**src/inc/spimsp_pkg.sv**
```systemverilog
// Constants, register map and carrier types of the serial port
package spimsp_pkg;

   // Register map, byte addresses
   localparam logic [31:0] SPIMSP_BASE       = 32'hffff0a00;
   localparam logic [4:0]  OFF_STATUS        = 5'h00;
   localparam logic [4:0]  OFF_RX            = 5'h04;
   localparam logic [4:0]  OFF_TX            = 5'h08;
   localparam logic [4:0]  OFF_DIV           = 5'h0c;
   localparam logic [4:0]  OFF_CTRL          = 5'h10;
   localparam logic [4:0]  OFF_IRQ_STAT      = 5'h14;
   localparam logic [4:0]  OFF_IRQ_MASK      = 5'h18;

   // Status fields
   localparam int          ST_TX_FULL        = 0;
   localparam int          ST_RX_AVAIL       = 1;
   localparam int          ST_BUSY           = 2;
   localparam int          ST_COUNT_LSB      = 4;
   localparam int          ST_RX_EXCESS      = 11;
   localparam logic [31:0] STATUS_RESET      = 32'h00000000;

   // Control and divider reset values
   localparam logic [6:0]  CTRL_RESET        = 7'h00;
   localparam int          DIV_WIDTH         = 8;
   localparam logic [7:0]  DIV_RESET         = 8'h00;

   // Interrupt status and mask bits
   localparam int          IRQ_BYTE_DONE     = 0;
   localparam int          IRQ_RX_OVERFLOW   = 1;
   localparam int          IRQ_RX_EXCESS     = 2;
   localparam int          IRQ_BITS          = 3;
   localparam logic [2:0]  IRQ_RESET         = 3'h0;

   // Serial framing
   localparam int          BYTE_BITS         = 8;
   localparam logic [3:0]  LAST_EDGE         = 4'hf;
   localparam logic [7:0]  IDLE_TX_BYTE      = 8'h00;

   // Pin index in the synchroniser vector
   localparam int          PIN_SCLK          = 0;
   localparam int          PIN_MOSI          = 1;
   localparam int          PIN_MISO          = 2;
   localparam int          PIN_CS            = 3;
   localparam int          PIN_COUNT         = 4;
   localparam logic [3:0]  PIN_RESET         = 4'h8;

   // Timing: reference clock and bit rate limits
   localparam int          CLK_KHZ           = 40000;
   localparam int          MASTER_MAX_KBPS   = 20000;
   localparam int          SLAVE_MAX_KBPS    = 10000;
   localparam int          MASTER_MIN_HALF   =
      (CLK_KHZ / (2 * MASTER_MAX_KBPS)) < 1 ? 1 :
      CLK_KHZ / (2 * MASTER_MAX_KBPS);
   localparam int          SLAVE_MIN_BIT     = CLK_KHZ / SLAVE_MAX_KBPS;

   // Control register layout
   typedef struct packed {
      logic [2:0] rxThresh;
      logic       cpha;
      logic       cpol;
      logic       master;
      logic       enable;
   } spimsp_ctrl_t;

   // Serial pins, one bit each
   typedef struct packed {
      logic cs;
      logic miso;
      logic mosi;
      logic sclk;
   } spimsp_pins_t;

   typedef enum logic [1:0] {
      ST_IDLE,
      ST_MASTER,
      ST_HOLD,
      ST_SLAVE
   } spimsp_state_t;

endpackage : spimsp_pkg

```
**src/design/spimsp_port.sv**
```systemverilog
// Serial peripheral port, master or slave, with APB registers
`timescale 1ns/1ps
module spimsp_port #(
   parameter int FIFO_DEPTH = 8
) (
   // Clock and reset
   input  wire logic        clk,
   input  wire logic        rst_b,
   // APB slave
   input  wire logic        psel,
   input  wire logic        penable,
   input  wire logic        pwrite,
   input  wire logic [31:0] paddr,
   input  wire logic [31:0] pwdata,
   output logic      [31:0] prdata,
   output logic             pready,
   output logic             pslverr,
   // Interrupt
   output logic             irq,
   // Serial clock pin
   input  wire logic        sclkIn,
   output logic             sclkOut,
   output logic             sclkOe_b,
   // Master out, slave in pin
   input  wire logic        mosiIn,
   output logic             mosiOut,
   output logic             mosiOe_b,
   // Master in, slave out pin
   input  wire logic        misoIn,
   output logic             misoOut,
   output logic             misoOe_b,
   // Chip select pin
   input  wire logic        csIn_b,
   output logic             csOut_b,
   output logic             csOe_b
);

   localparam int AW = $clog2(FIFO_DEPTH);
   localparam int CW = AW + 1;
   localparam logic [CW-1:0] DEPTH_C = CW'(FIFO_DEPTH);

   // Pin synchroniser
   spimsp_pkg::spimsp_pins_t pinRaw;
   logic [3:0] syncA;
   logic [3:0] syncB;
   logic [3:0] syncC;
   logic [3:0] pinF;
   logic [3:0] next_pinF;

   assign pinRaw = '{cs: csIn_b, miso: misoIn, mosi: mosiIn, sclk: sclkIn};

   // A change counts only once two late stages agree
   for (genvar i = 0; i < spimsp_pkg::PIN_COUNT; i++) begin : g_pin
      assign next_pinF[i] = (syncB[i] == syncC[i]) ? syncC[i] : pinF[i];
   end

   always_ff @(posedge clk or negedge rst_b) begin
      if (!rst_b) begin
         syncA <= spimsp_pkg::PIN_RESET;
         syncB <= spimsp_pkg::PIN_RESET;
         syncC <= spimsp_pkg::PIN_RESET;
         pinF  <= spimsp_pkg::PIN_RESET;
      end else begin
         syncA <= pinRaw;
         syncB <= syncA;
         syncC <= syncB;
         pinF  <= next_pinF;
      end
   end

   // Registers
   spimsp_pkg::spimsp_ctrl_t ctrl;
   spimsp_pkg::spimsp_ctrl_t next_ctrl;
   logic [7:0]             divider;
   logic [7:0]             next_divider;
   logic [7:0]             txData;
   logic [7:0]             next_txData;
   logic                   txFull;
   logic                   next_txFull;
   logic [2:0]             irqStat;
   logic [2:0]             next_irqStat;
   logic [2:0]             irqMask;
   logic [2:0]             next_irqMask;
   logic [31:0]            next_prdata;

   // Receive FIFO
   logic [7:0]             rxMem [FIFO_DEPTH];
   logic [AW-1:0]          wrPtr;
   logic [AW-1:0]          next_wrPtr;
   logic [AW-1:0]          rdPtr;
   logic [AW-1:0]          next_rdPtr;
   logic [CW-1:0]          rxCount;
   logic [CW-1:0]          next_rxCount;

   // Shift engine
   spimsp_pkg::spimsp_state_t state;
   spimsp_pkg::spimsp_state_t next_state;
   logic [7:0]             divCnt;
   logic [7:0]             next_divCnt;
   logic [3:0]             edgeCnt;
   logic [3:0]             next_edgeCnt;
   logic [7:0]             txShift;
   logic [7:0]             next_txShift;
   logic [7:0]             rxShift;
   logic [7:0]             next_rxShift;
   logic                   sclkReg;
   logic                   next_sclkReg;
   logic                   csReg_b;
   logic                   next_csReg_b;
   logic                   prevSclk;
   logic                   edgeNow;
   logic                   sampleNow;
   logic                   byteDone;
   logic                   takeTx;
   logic                   rxBit;

   // Bus decode
   logic                   setupPh;
   logic                   accessPh;
   logic                   addrOk;
   logic                   wrEn;
   logic                   rdRx;
   logic                   push;
   logic                   pop;
   logic                   overflow;
   logic                   rxExcess;
   logic [31:0]            statusWord;

   assign setupPh  = psel & ~penable;
   assign accessPh = psel & penable;
   assign addrOk   = (paddr[31:5] == spimsp_pkg::SPIMSP_BASE[31:5]) &&
                     (paddr[4:0] <= spimsp_pkg::OFF_IRQ_MASK) &&
                     (paddr[1:0] == 2'h0);
   assign pready   = accessPh;
   assign pslverr  = accessPh & ~addrOk;
   assign wrEn     = accessPh & pwrite & addrOk;
   assign rdRx     = accessPh & ~pwrite & addrOk &
                     (paddr[4:0] == spimsp_pkg::OFF_RX);

   assign rxExcess = rxCount > CW'(ctrl.rxThresh);
   assign irq      = |(irqStat & irqMask);

   always_comb begin
      statusWord = spimsp_pkg::STATUS_RESET;
      statusWord[spimsp_pkg::ST_TX_FULL]   = txFull;
      statusWord[spimsp_pkg::ST_RX_AVAIL]  = rxCount != '0;
      statusWord[spimsp_pkg::ST_BUSY]      = state != spimsp_pkg::ST_IDLE;
      statusWord[spimsp_pkg::ST_COUNT_LSB +: CW] = rxCount;
      statusWord[spimsp_pkg::ST_RX_EXCESS] = rxExcess;
   end

   // Register file and read data, captured in the setup cycle
   always_comb begin
      next_ctrl    = ctrl;
      next_divider = divider;
      next_txData  = txData;
      next_irqMask = irqMask;
      next_prdata  = prdata;
      // Set beats clear: events win over a write-one-to-clear
      next_irqStat = irqStat;
      if (wrEn && paddr[4:0] == spimsp_pkg::OFF_IRQ_STAT) begin
         next_irqStat = irqStat & ~pwdata[2:0];
      end
      next_irqStat[spimsp_pkg::IRQ_BYTE_DONE]   |= byteDone;
      next_irqStat[spimsp_pkg::IRQ_RX_OVERFLOW] |= overflow;
      next_irqStat[spimsp_pkg::IRQ_RX_EXCESS]   |= rxExcess;
      // A new write wins over the engine taking the old byte
      next_txFull = txFull & ~takeTx;
      if (wrEn) begin
         case (paddr[4:0])
            spimsp_pkg::OFF_TX: begin
               next_txData = pwdata[7:0];
               next_txFull = 1'b1;
            end
            spimsp_pkg::OFF_DIV:      next_divider = pwdata[7:0];
            spimsp_pkg::OFF_CTRL:     next_ctrl    = pwdata[6:0];
            spimsp_pkg::OFF_IRQ_MASK: next_irqMask = pwdata[2:0];
            default: ;
         endcase
      end
      if (setupPh) begin
         case (paddr[4:0])
            spimsp_pkg::OFF_STATUS:   next_prdata = statusWord;
            spimsp_pkg::OFF_RX:       next_prdata = {24'h0, rxMem[rdPtr]};
            spimsp_pkg::OFF_TX:       next_prdata = {24'h0, txData};
            spimsp_pkg::OFF_DIV:      next_prdata = {24'h0, divider};
            spimsp_pkg::OFF_CTRL:     next_prdata = {25'h0, ctrl};
            spimsp_pkg::OFF_IRQ_STAT: next_prdata = {29'h0, irqStat};
            spimsp_pkg::OFF_IRQ_MASK: next_prdata = {29'h0, irqMask};
            default:                  next_prdata = 32'h0;
         endcase
      end
   end

   // FIFO pointers; a full FIFO drops the new byte
   always_comb begin
      pop          = rdRx && rxCount != '0;
      push         = byteDone && (rxCount != DEPTH_C || pop);
      overflow     = byteDone && rxCount == DEPTH_C && !pop;
      next_wrPtr   = push ? AW'(wrPtr + 1'b1) : wrPtr;
      next_rdPtr   = pop ? AW'(rdPtr + 1'b1) : rdPtr;
      next_rxCount = rxCount + CW'(push) - CW'(pop);
   end

   // Shift engine
   always_comb begin
      next_state   = state;
      next_divCnt  = divCnt;
      next_edgeCnt = edgeCnt;
      next_txShift = txShift;
      next_rxShift = rxShift;
      next_sclkReg = sclkReg;
      next_csReg_b = csReg_b;
      edgeNow      = 1'b0;
      sampleNow    = 1'b0;
      byteDone     = 1'b0;
      takeTx       = 1'b0;
      rxBit        = ctrl.master ? pinF[spimsp_pkg::PIN_MISO]
                                 : pinF[spimsp_pkg::PIN_MOSI];
      case (state)
         spimsp_pkg::ST_IDLE: begin
            next_sclkReg = ctrl.cpol;
            next_csReg_b = 1'b1;
            next_edgeCnt = 4'h0;
            next_divCnt  = 8'h00;
            if (ctrl.enable && ctrl.master && txFull) begin
               next_state   = spimsp_pkg::ST_MASTER;
               next_csReg_b = 1'b0;
               next_txShift = txData;
               takeTx       = 1'b1;
            end else if (ctrl.enable && !ctrl.master &&
                         !pinF[spimsp_pkg::PIN_CS]) begin
               next_state   = spimsp_pkg::ST_SLAVE;
               next_txShift = txFull ? txData : spimsp_pkg::IDLE_TX_BYTE;
               takeTx       = txFull;
            end
         end
         spimsp_pkg::ST_MASTER: begin
            // Half period of divider+1 reference cycles
            if (divCnt == divider) begin
               next_divCnt  = 8'h00;
               edgeNow      = 1'b1;
               next_sclkReg = ~sclkReg;
            end else begin
               next_divCnt = divCnt + 8'h01;
            end
         end
         spimsp_pkg::ST_HOLD: begin
            // Select rises a half period after the last edge
            if (divCnt == divider) begin
               next_state   = spimsp_pkg::ST_IDLE;
               next_csReg_b = 1'b1;
            end else begin
               next_divCnt = divCnt + 8'h01;
            end
         end
         spimsp_pkg::ST_SLAVE: begin
            edgeNow = pinF[spimsp_pkg::PIN_SCLK] != prevSclk;
         end
         default: next_state = spimsp_pkg::ST_IDLE;
      endcase

      if (edgeNow) begin
         // Even edges lead; phase picks which kind samples
         sampleNow = edgeCnt[0] == ctrl.cpha;
         if (sampleNow) begin
            next_rxShift = {rxShift[6:0], rxBit};
         end else if (edgeCnt != 4'h0) begin
            next_txShift = {txShift[6:0], 1'b0};
         end
         next_edgeCnt = edgeCnt + 4'h1;
         if (edgeCnt == spimsp_pkg::LAST_EDGE) begin
            byteDone = 1'b1;
            if (state == spimsp_pkg::ST_MASTER) begin
               if (txFull && ctrl.enable) begin
                  next_txShift = txData;
                  takeTx       = 1'b1;
               end else begin
                  next_state = spimsp_pkg::ST_HOLD;
               end
            end else begin
               next_txShift = txFull ? txData : spimsp_pkg::IDLE_TX_BYTE;
               takeTx       = txFull;
            end
         end
      end

      // Abort on select release or a change of role
      if (state == spimsp_pkg::ST_SLAVE &&
          (pinF[spimsp_pkg::PIN_CS] || !ctrl.enable || ctrl.master)) begin
         next_state = spimsp_pkg::ST_IDLE;
      end
      if ((state == spimsp_pkg::ST_MASTER || state == spimsp_pkg::ST_HOLD)
          && (!ctrl.enable || !ctrl.master)) begin
         next_state   = spimsp_pkg::ST_IDLE;
         next_csReg_b = 1'b1;
         next_sclkReg = ctrl.cpol;
      end
   end

   // Pin drive; enables are low while driving
   assign sclkOut  = sclkReg;
   assign csOut_b  = csReg_b;
   assign mosiOut  = txShift[7];
   assign misoOut  = txShift[7];
   assign sclkOe_b = ~(ctrl.enable & ctrl.master);
   assign csOe_b   = ~(ctrl.enable & ctrl.master);
   assign mosiOe_b = ~(ctrl.enable & ctrl.master);
   assign misoOe_b = ~(state == spimsp_pkg::ST_SLAVE);

   always_ff @(posedge clk or negedge rst_b) begin
      if (!rst_b) begin
         ctrl     <= spimsp_pkg::CTRL_RESET;
         divider  <= spimsp_pkg::DIV_RESET;
         txData   <= 8'h00;
         txFull   <= 1'b0;
         irqStat  <= spimsp_pkg::IRQ_RESET;
         irqMask  <= spimsp_pkg::IRQ_RESET;
         prdata   <= 32'h0;
         wrPtr    <= '0;
         rdPtr    <= '0;
         rxCount  <= '0;
         state    <= spimsp_pkg::ST_IDLE;
         divCnt   <= 8'h00;
         edgeCnt  <= 4'h0;
         txShift  <= 8'h00;
         rxShift  <= 8'h00;
         sclkReg  <= 1'b0;
         csReg_b  <= 1'b1;
         prevSclk <= 1'b0;
      end else begin
         ctrl     <= next_ctrl;
         divider  <= next_divider;
         txData   <= next_txData;
         txFull   <= next_txFull;
         irqStat  <= next_irqStat;
         irqMask  <= next_irqMask;
         prdata   <= next_prdata;
         wrPtr    <= next_wrPtr;
         rdPtr    <= next_rdPtr;
         rxCount  <= next_rxCount;
         state    <= next_state;
         divCnt   <= next_divCnt;
         edgeCnt  <= next_edgeCnt;
         txShift  <= next_txShift;
         rxShift  <= next_rxShift;
         sclkReg  <= next_sclkReg;
         csReg_b  <= next_csReg_b;
         prevSclk <= pinF[spimsp_pkg::PIN_SCLK];
      end
   end

   // FIFO storage has no reset; the count guards every pop, but an empty read still returns rxMem[rdPtr]
   always_ff @(posedge clk) begin
      if (push) begin
         rxMem[wrPtr] <= next_rxShift;
      end
   end

endmodule : spimsp_port

```
**config.mk**
```make
export PLATFORM = sky130hd
export DESIGN_NAME = spimsp_port
export DESIGN_NICKNAME = d
export VERILOG_FILES = /design/src/inc/spimsp_pkg.sv /design/src/design/spimsp_port.sv
export SDC_FILE = /design/constraint.sdc
export NUM_CORES = 1
export LEC_CHECK = 0
export BUFFER_PORTS_ARGS = -buffer_cell sky130_fd_sc_hd__buf_2
export CAP_MARGIN = 20
export CORE_AREA = 2 2 137 112
export CTS_CLUSTER_SIZE = 28
export DETAILED_ROUTE_END_ITERATION = 12
export DIE_AREA = 0 0 139 114
export PLACE_DENSITY = 0.83
export SLEW_MARGIN = 0
export SYNTH_ARGS = -nofsm -noshare
export SYNTH_HDL_FRONTEND = slang
export SYNTH_SLANG_ARGS = --single-unit
```
**constraint.sdc**
```tcl
create_clock -name clk -period 4.18 [get_ports clk]
set_clock_uncertainty 0.05 [all_clocks]
set_input_delay 0.836 -clock clk [delete_from_list [all_inputs] [get_ports clk]]
set_output_delay 0.836 -clock clk [all_outputs]
set_load 0.005 [all_outputs]
```
==> key figures <==
Outcome
  • Run status: completed

Drt
  • DR vias: approximately 5300
  • # DRC: 0
  • Routed wl met3: between 1000 and 1500 microns
  • Top sig layer: met4
  • Final wirelength: between 15000 and 20000 microns
  • Routed wire length per instance: 19.74 microns
  • Metal1 wirelength: between 7000 and 8000 microns
  • Drt first-iter violations: between 600 and 700
  • Vias/cell: about 6
  • Met2 WL: slightly above 8000 microns
  • Initial DRT Pass Iterations: 7
  • Final antenna-violating net count: 0

GRT
  • Vias in the first global route: roughly 5200
  • Gr ovfl total: 0
  • Overall Global Routing Usage: between 20% and 30%
  • Largest net degree at the start of global routing: 87
  • Initial antenna violation count: 0
  • First-pass GRT wire length: about 28000 microns

Setup path
  • Crit path launch type: flip-flop
  • CP Data Arrival Time: ~3.2 ns
  • CP peak stage delay: 0.55 ns
  • CP endpoint kind: flip-flop
  • Ordered cell list for the critical path: inv_1, ha_1, inv_1, o31a_1, a211oi_4, and4bb_1
  • CP Data Required Time: approximately 4.2 ns
  • Setup CP Type: reg -> reg
  • Crit-path max FO: 15
  • CP most frequent cell: inv_1
  • Crit-path slowest cell: o31a_1

STA
  • Rel. slew slack: between 30% and 40%
  • Achievable clock frequency: between 300 and 400 MHz
  • RSZ-0062 raised after global routing: no
  • Fin crit period: 3.199 ns
  • Post-Route Setup TNS: 0 ns
  • Crit share post-route: ~77%
  • Slew Limit Fails: 0
  • Setup-failing EPs final: 0
  • Hold Fails Final Rpt: 0
  • Slew @ Worst Pin: 0.9113 ns
  • Worst hold slack: around 0.21 ns

Cells and area
  • Fillers: around 1100
  • Final net count: roughly 760
  • Antenna fix cells: 0
  • Share of cells above drive strength 1: 27.21%
  • Area delta synth->final: 12.70%
  • Fin cells: a little under 900

Power and ir drop
  • Leakage Power: between 3 and 4 nW
  • Pwr Density: 369.0 nW/um^2
  • Worst vdd ir: roughly 0.0003 V

Placement
  • Number of port buffers: ~70
  • DP HPWL: approximately 12000 microns
  • Gpl congestion: slightly above 0.9
  • # placed instances: ~840

Synth
  • Prevailing post-synth register cell: dfrtp_1
  • Synth Area per Inst: about 13 sq um
  • Post-synth ARST share: about three fifths
  • Share of the yosys chip area belonging to registers: ~56%
  • Yosys Warn Count: 0
  • Post-synth EDFFs: 64
  • Yosys cell types: around 70
  • Syn Std Cell Area: about 8000 sq um
  • Cells after synthesis: just over 600
  • #FFs+latches synth: between 150 and 200

Floorplanning
  • Core Box Area: between 10000 and 15000 sq um
  • I/O Pins: ~120
  • Die width: approximately 140 microns
  • DIE AREA: between 15000 and 20000 sq um
  • Row Count: 40
  • Die extent in y: approximately 110 microns
  • Starting Density: a little over half

CTS
  • Clk slew on worst S/H paths: roughly 0.070 ns
  • CTS buffer count: 17
  • CTS Sinks: ~160
  • # hold bufs at CTS: 0
  • Root buf cell: clkbuf_16
  • Post-CTS Setup Repair Bufs: 0
  • Post-CTS Resized: 0
  • Worst-Skew Late Latency: around 0.44 ns
  • H-tree levels: 4
  • CTS Buffer Depth: 2
  • TritonCTS clock tree: built

Min path
  • HP Class: in -> async

Job
  • Max-cap violations: 0
[cell usage after synthesis (3+ instances only)]
master      n  share of area, %
edfxtp_1   64                25
and4b_1     3              0.39
nand2_1    30               1.4
o221ai_1    3              0.34
o31ai_1     3              0.29
a21o_1      3              0.29
nand3_1    35               2.2
o22ai_1    10              0.80
dfrtp_1    93                30
a21oi_1    19               1.2
nor2_1     17              0.82
buf_2       5              0.32
nand4_1    10              0.80
o211ai_1    5              0.48
xnor2_1    15               1.7
xor2_1      6              0.67
clkbuf_1   25               1.2
a211oi_1    4              0.39
o21ai_0    16               1.0
and4_1      5              0.56
nor2b_1     5              0.40
buf_4      27               2.6
nor3_1      3              0.19
a22oi_1    13               1.3
inv_1      24               1.2
dfstp_2     5               1.7
a211o_1     3              0.34
maj3_1      4              0.51
o2111ai_1   5              0.56
and2_1      3              0.24
mux2_2     45               6.5
ha_1       17               2.7
mux2i_1     3              0.39
mux4_2     16               4.6
a31oi_1     8              0.64
nand2b_1    3              0.24
and3_1     10              0.80
[area by class of cell]
| class | instances | area, sq um | share of cell area (%) |
|---|---|---|---|
| flip-flops and latches | 162 | 4380 | 49.86 |
| multi-input cells | 385 | 3087 | 35.14 |
| clock buffers | 17 | 425.4 | 4.843 |
| repair buffers | 76 | 422.9 | 4.814 |
| well taps | 189 | 236.5 | 2.692 |
| clock inverters | 15 | 138.9 | 1.581 |
| inverters | 25 | 93.84 | 1.068 |
[path summary, 6_finish.rpt]
kind / slack (ns) / cells after the start / to / from
min: 0.21 / 1 / divCnt[6]$_DFFE_PN0P_ / rst_b
max: 0.98 / 6 / rxMem[1][1]$_DFFE_PP_ / state[1]$_DFF_PN0_
min in group clk: 0.30 / 0 / syncB[2]$_DFF_PN0_ / syncA[2]$_DFF_PN0_
min reg2reg: 0.30 / 0 / syncB[2]$_DFF_PN0_ / syncA[2]$_DFF_PN0_
max reg2reg: 0.98 / 6 / rxMem[1][1]$_DFFE_PP_ / state[1]$_DFF_PN0_
max in group asynchronous: 3.19 / 2 / syncA[3]$_DFF_PN1_ / rst_b
[layer usage]
layer  global-route usage (%)  vias to the layer above
met5                        0                        -
met4                    8.350                        0
met3                    5.542                       38
met2                    36.16                      288
met1                    29.54                     2656
li1                         -                     2357
[kinds of logic (layout without fill, tap and decap cells)]
logic type,after synthesis,after routing,share of synthesized area [%]
DFF,162,162,56.20
adders and majority gates,22,22,3.499
buffers and inverters,82,133,5.329
and+or+nand+nor,144,144,10.98
AOI/OAI and AO/OA,110,110,9.888
xor gates and xnor gates,21,21,2.360
muxes,65,65,11.70
other,1,23,0.04811
[cell usage in the layout, fill, tap and decap left out, drive strengths merged, types with 17 or more instances in the layout]
master / synthesis / final
ha: 17 / 17
clkbuf: 25 / 17
buf: 32 / 76
conb: 1 / 23
edfxtp: 64 / 64
nor2: 17 / 17
a21oi: 19 / 19
inv: 24 / 35
nand2: 30 / 30
dfrtp: 93 / 93
mux2: 46 / 46
nand3: 37 / 37
[registers in the layout, indices dropped and copies added (netlist names)]
name	cells
rxMem	64
prdata	9
divCnt	8
divider	8
rxShift	8
txData	8
txShift	8
ctrl	7
edgeCnt	4
pinF	4
rxCount	4
syncA	4
syncB	4
syncC	4
irqMask	3
irqStat	3
rdPtr	3
wrPtr	3
state	2
csOut_b	1
prevSclk	1
sclkOut	1
txFull	1
[metrics by stage]
stage	utilization [%]	area, sq um	setup WS, ns	total power, mW
2_1_floorplan	-	7878	1.096	1.740
3_3_place_gp	56.06	8193	0.6618	1.779
3_5_place_dp	56.06	8193	0.5850	1.783
4_1_cts	59.92	8757	1.043	3.254
5_1_grt	60.11	8785	0.8445	3.337
6_report	60.11	8785	0.9811	3.241
[critical path, delay by kind of cell, from the launching register on]
kind	cells	cell delay, ns
fa+ha+maj	1	0.36
flops	1	0.51
compound gates	2	1.00
buf+inv	2	0.35
simple gates	1	0.55
[report_power, final]
group          switching (mW)  total (mW)  internal (mW)  leakage [nW]
logic                  0.0577      0.0914         0.0336          1.52
clock network           0.696        1.49          0.790         0.280
registers             0.00673        1.66           1.66          2.04
total                   0.761        3.24           2.48          3.83
No activity file was read; power rests on OpenSTA's default activity.
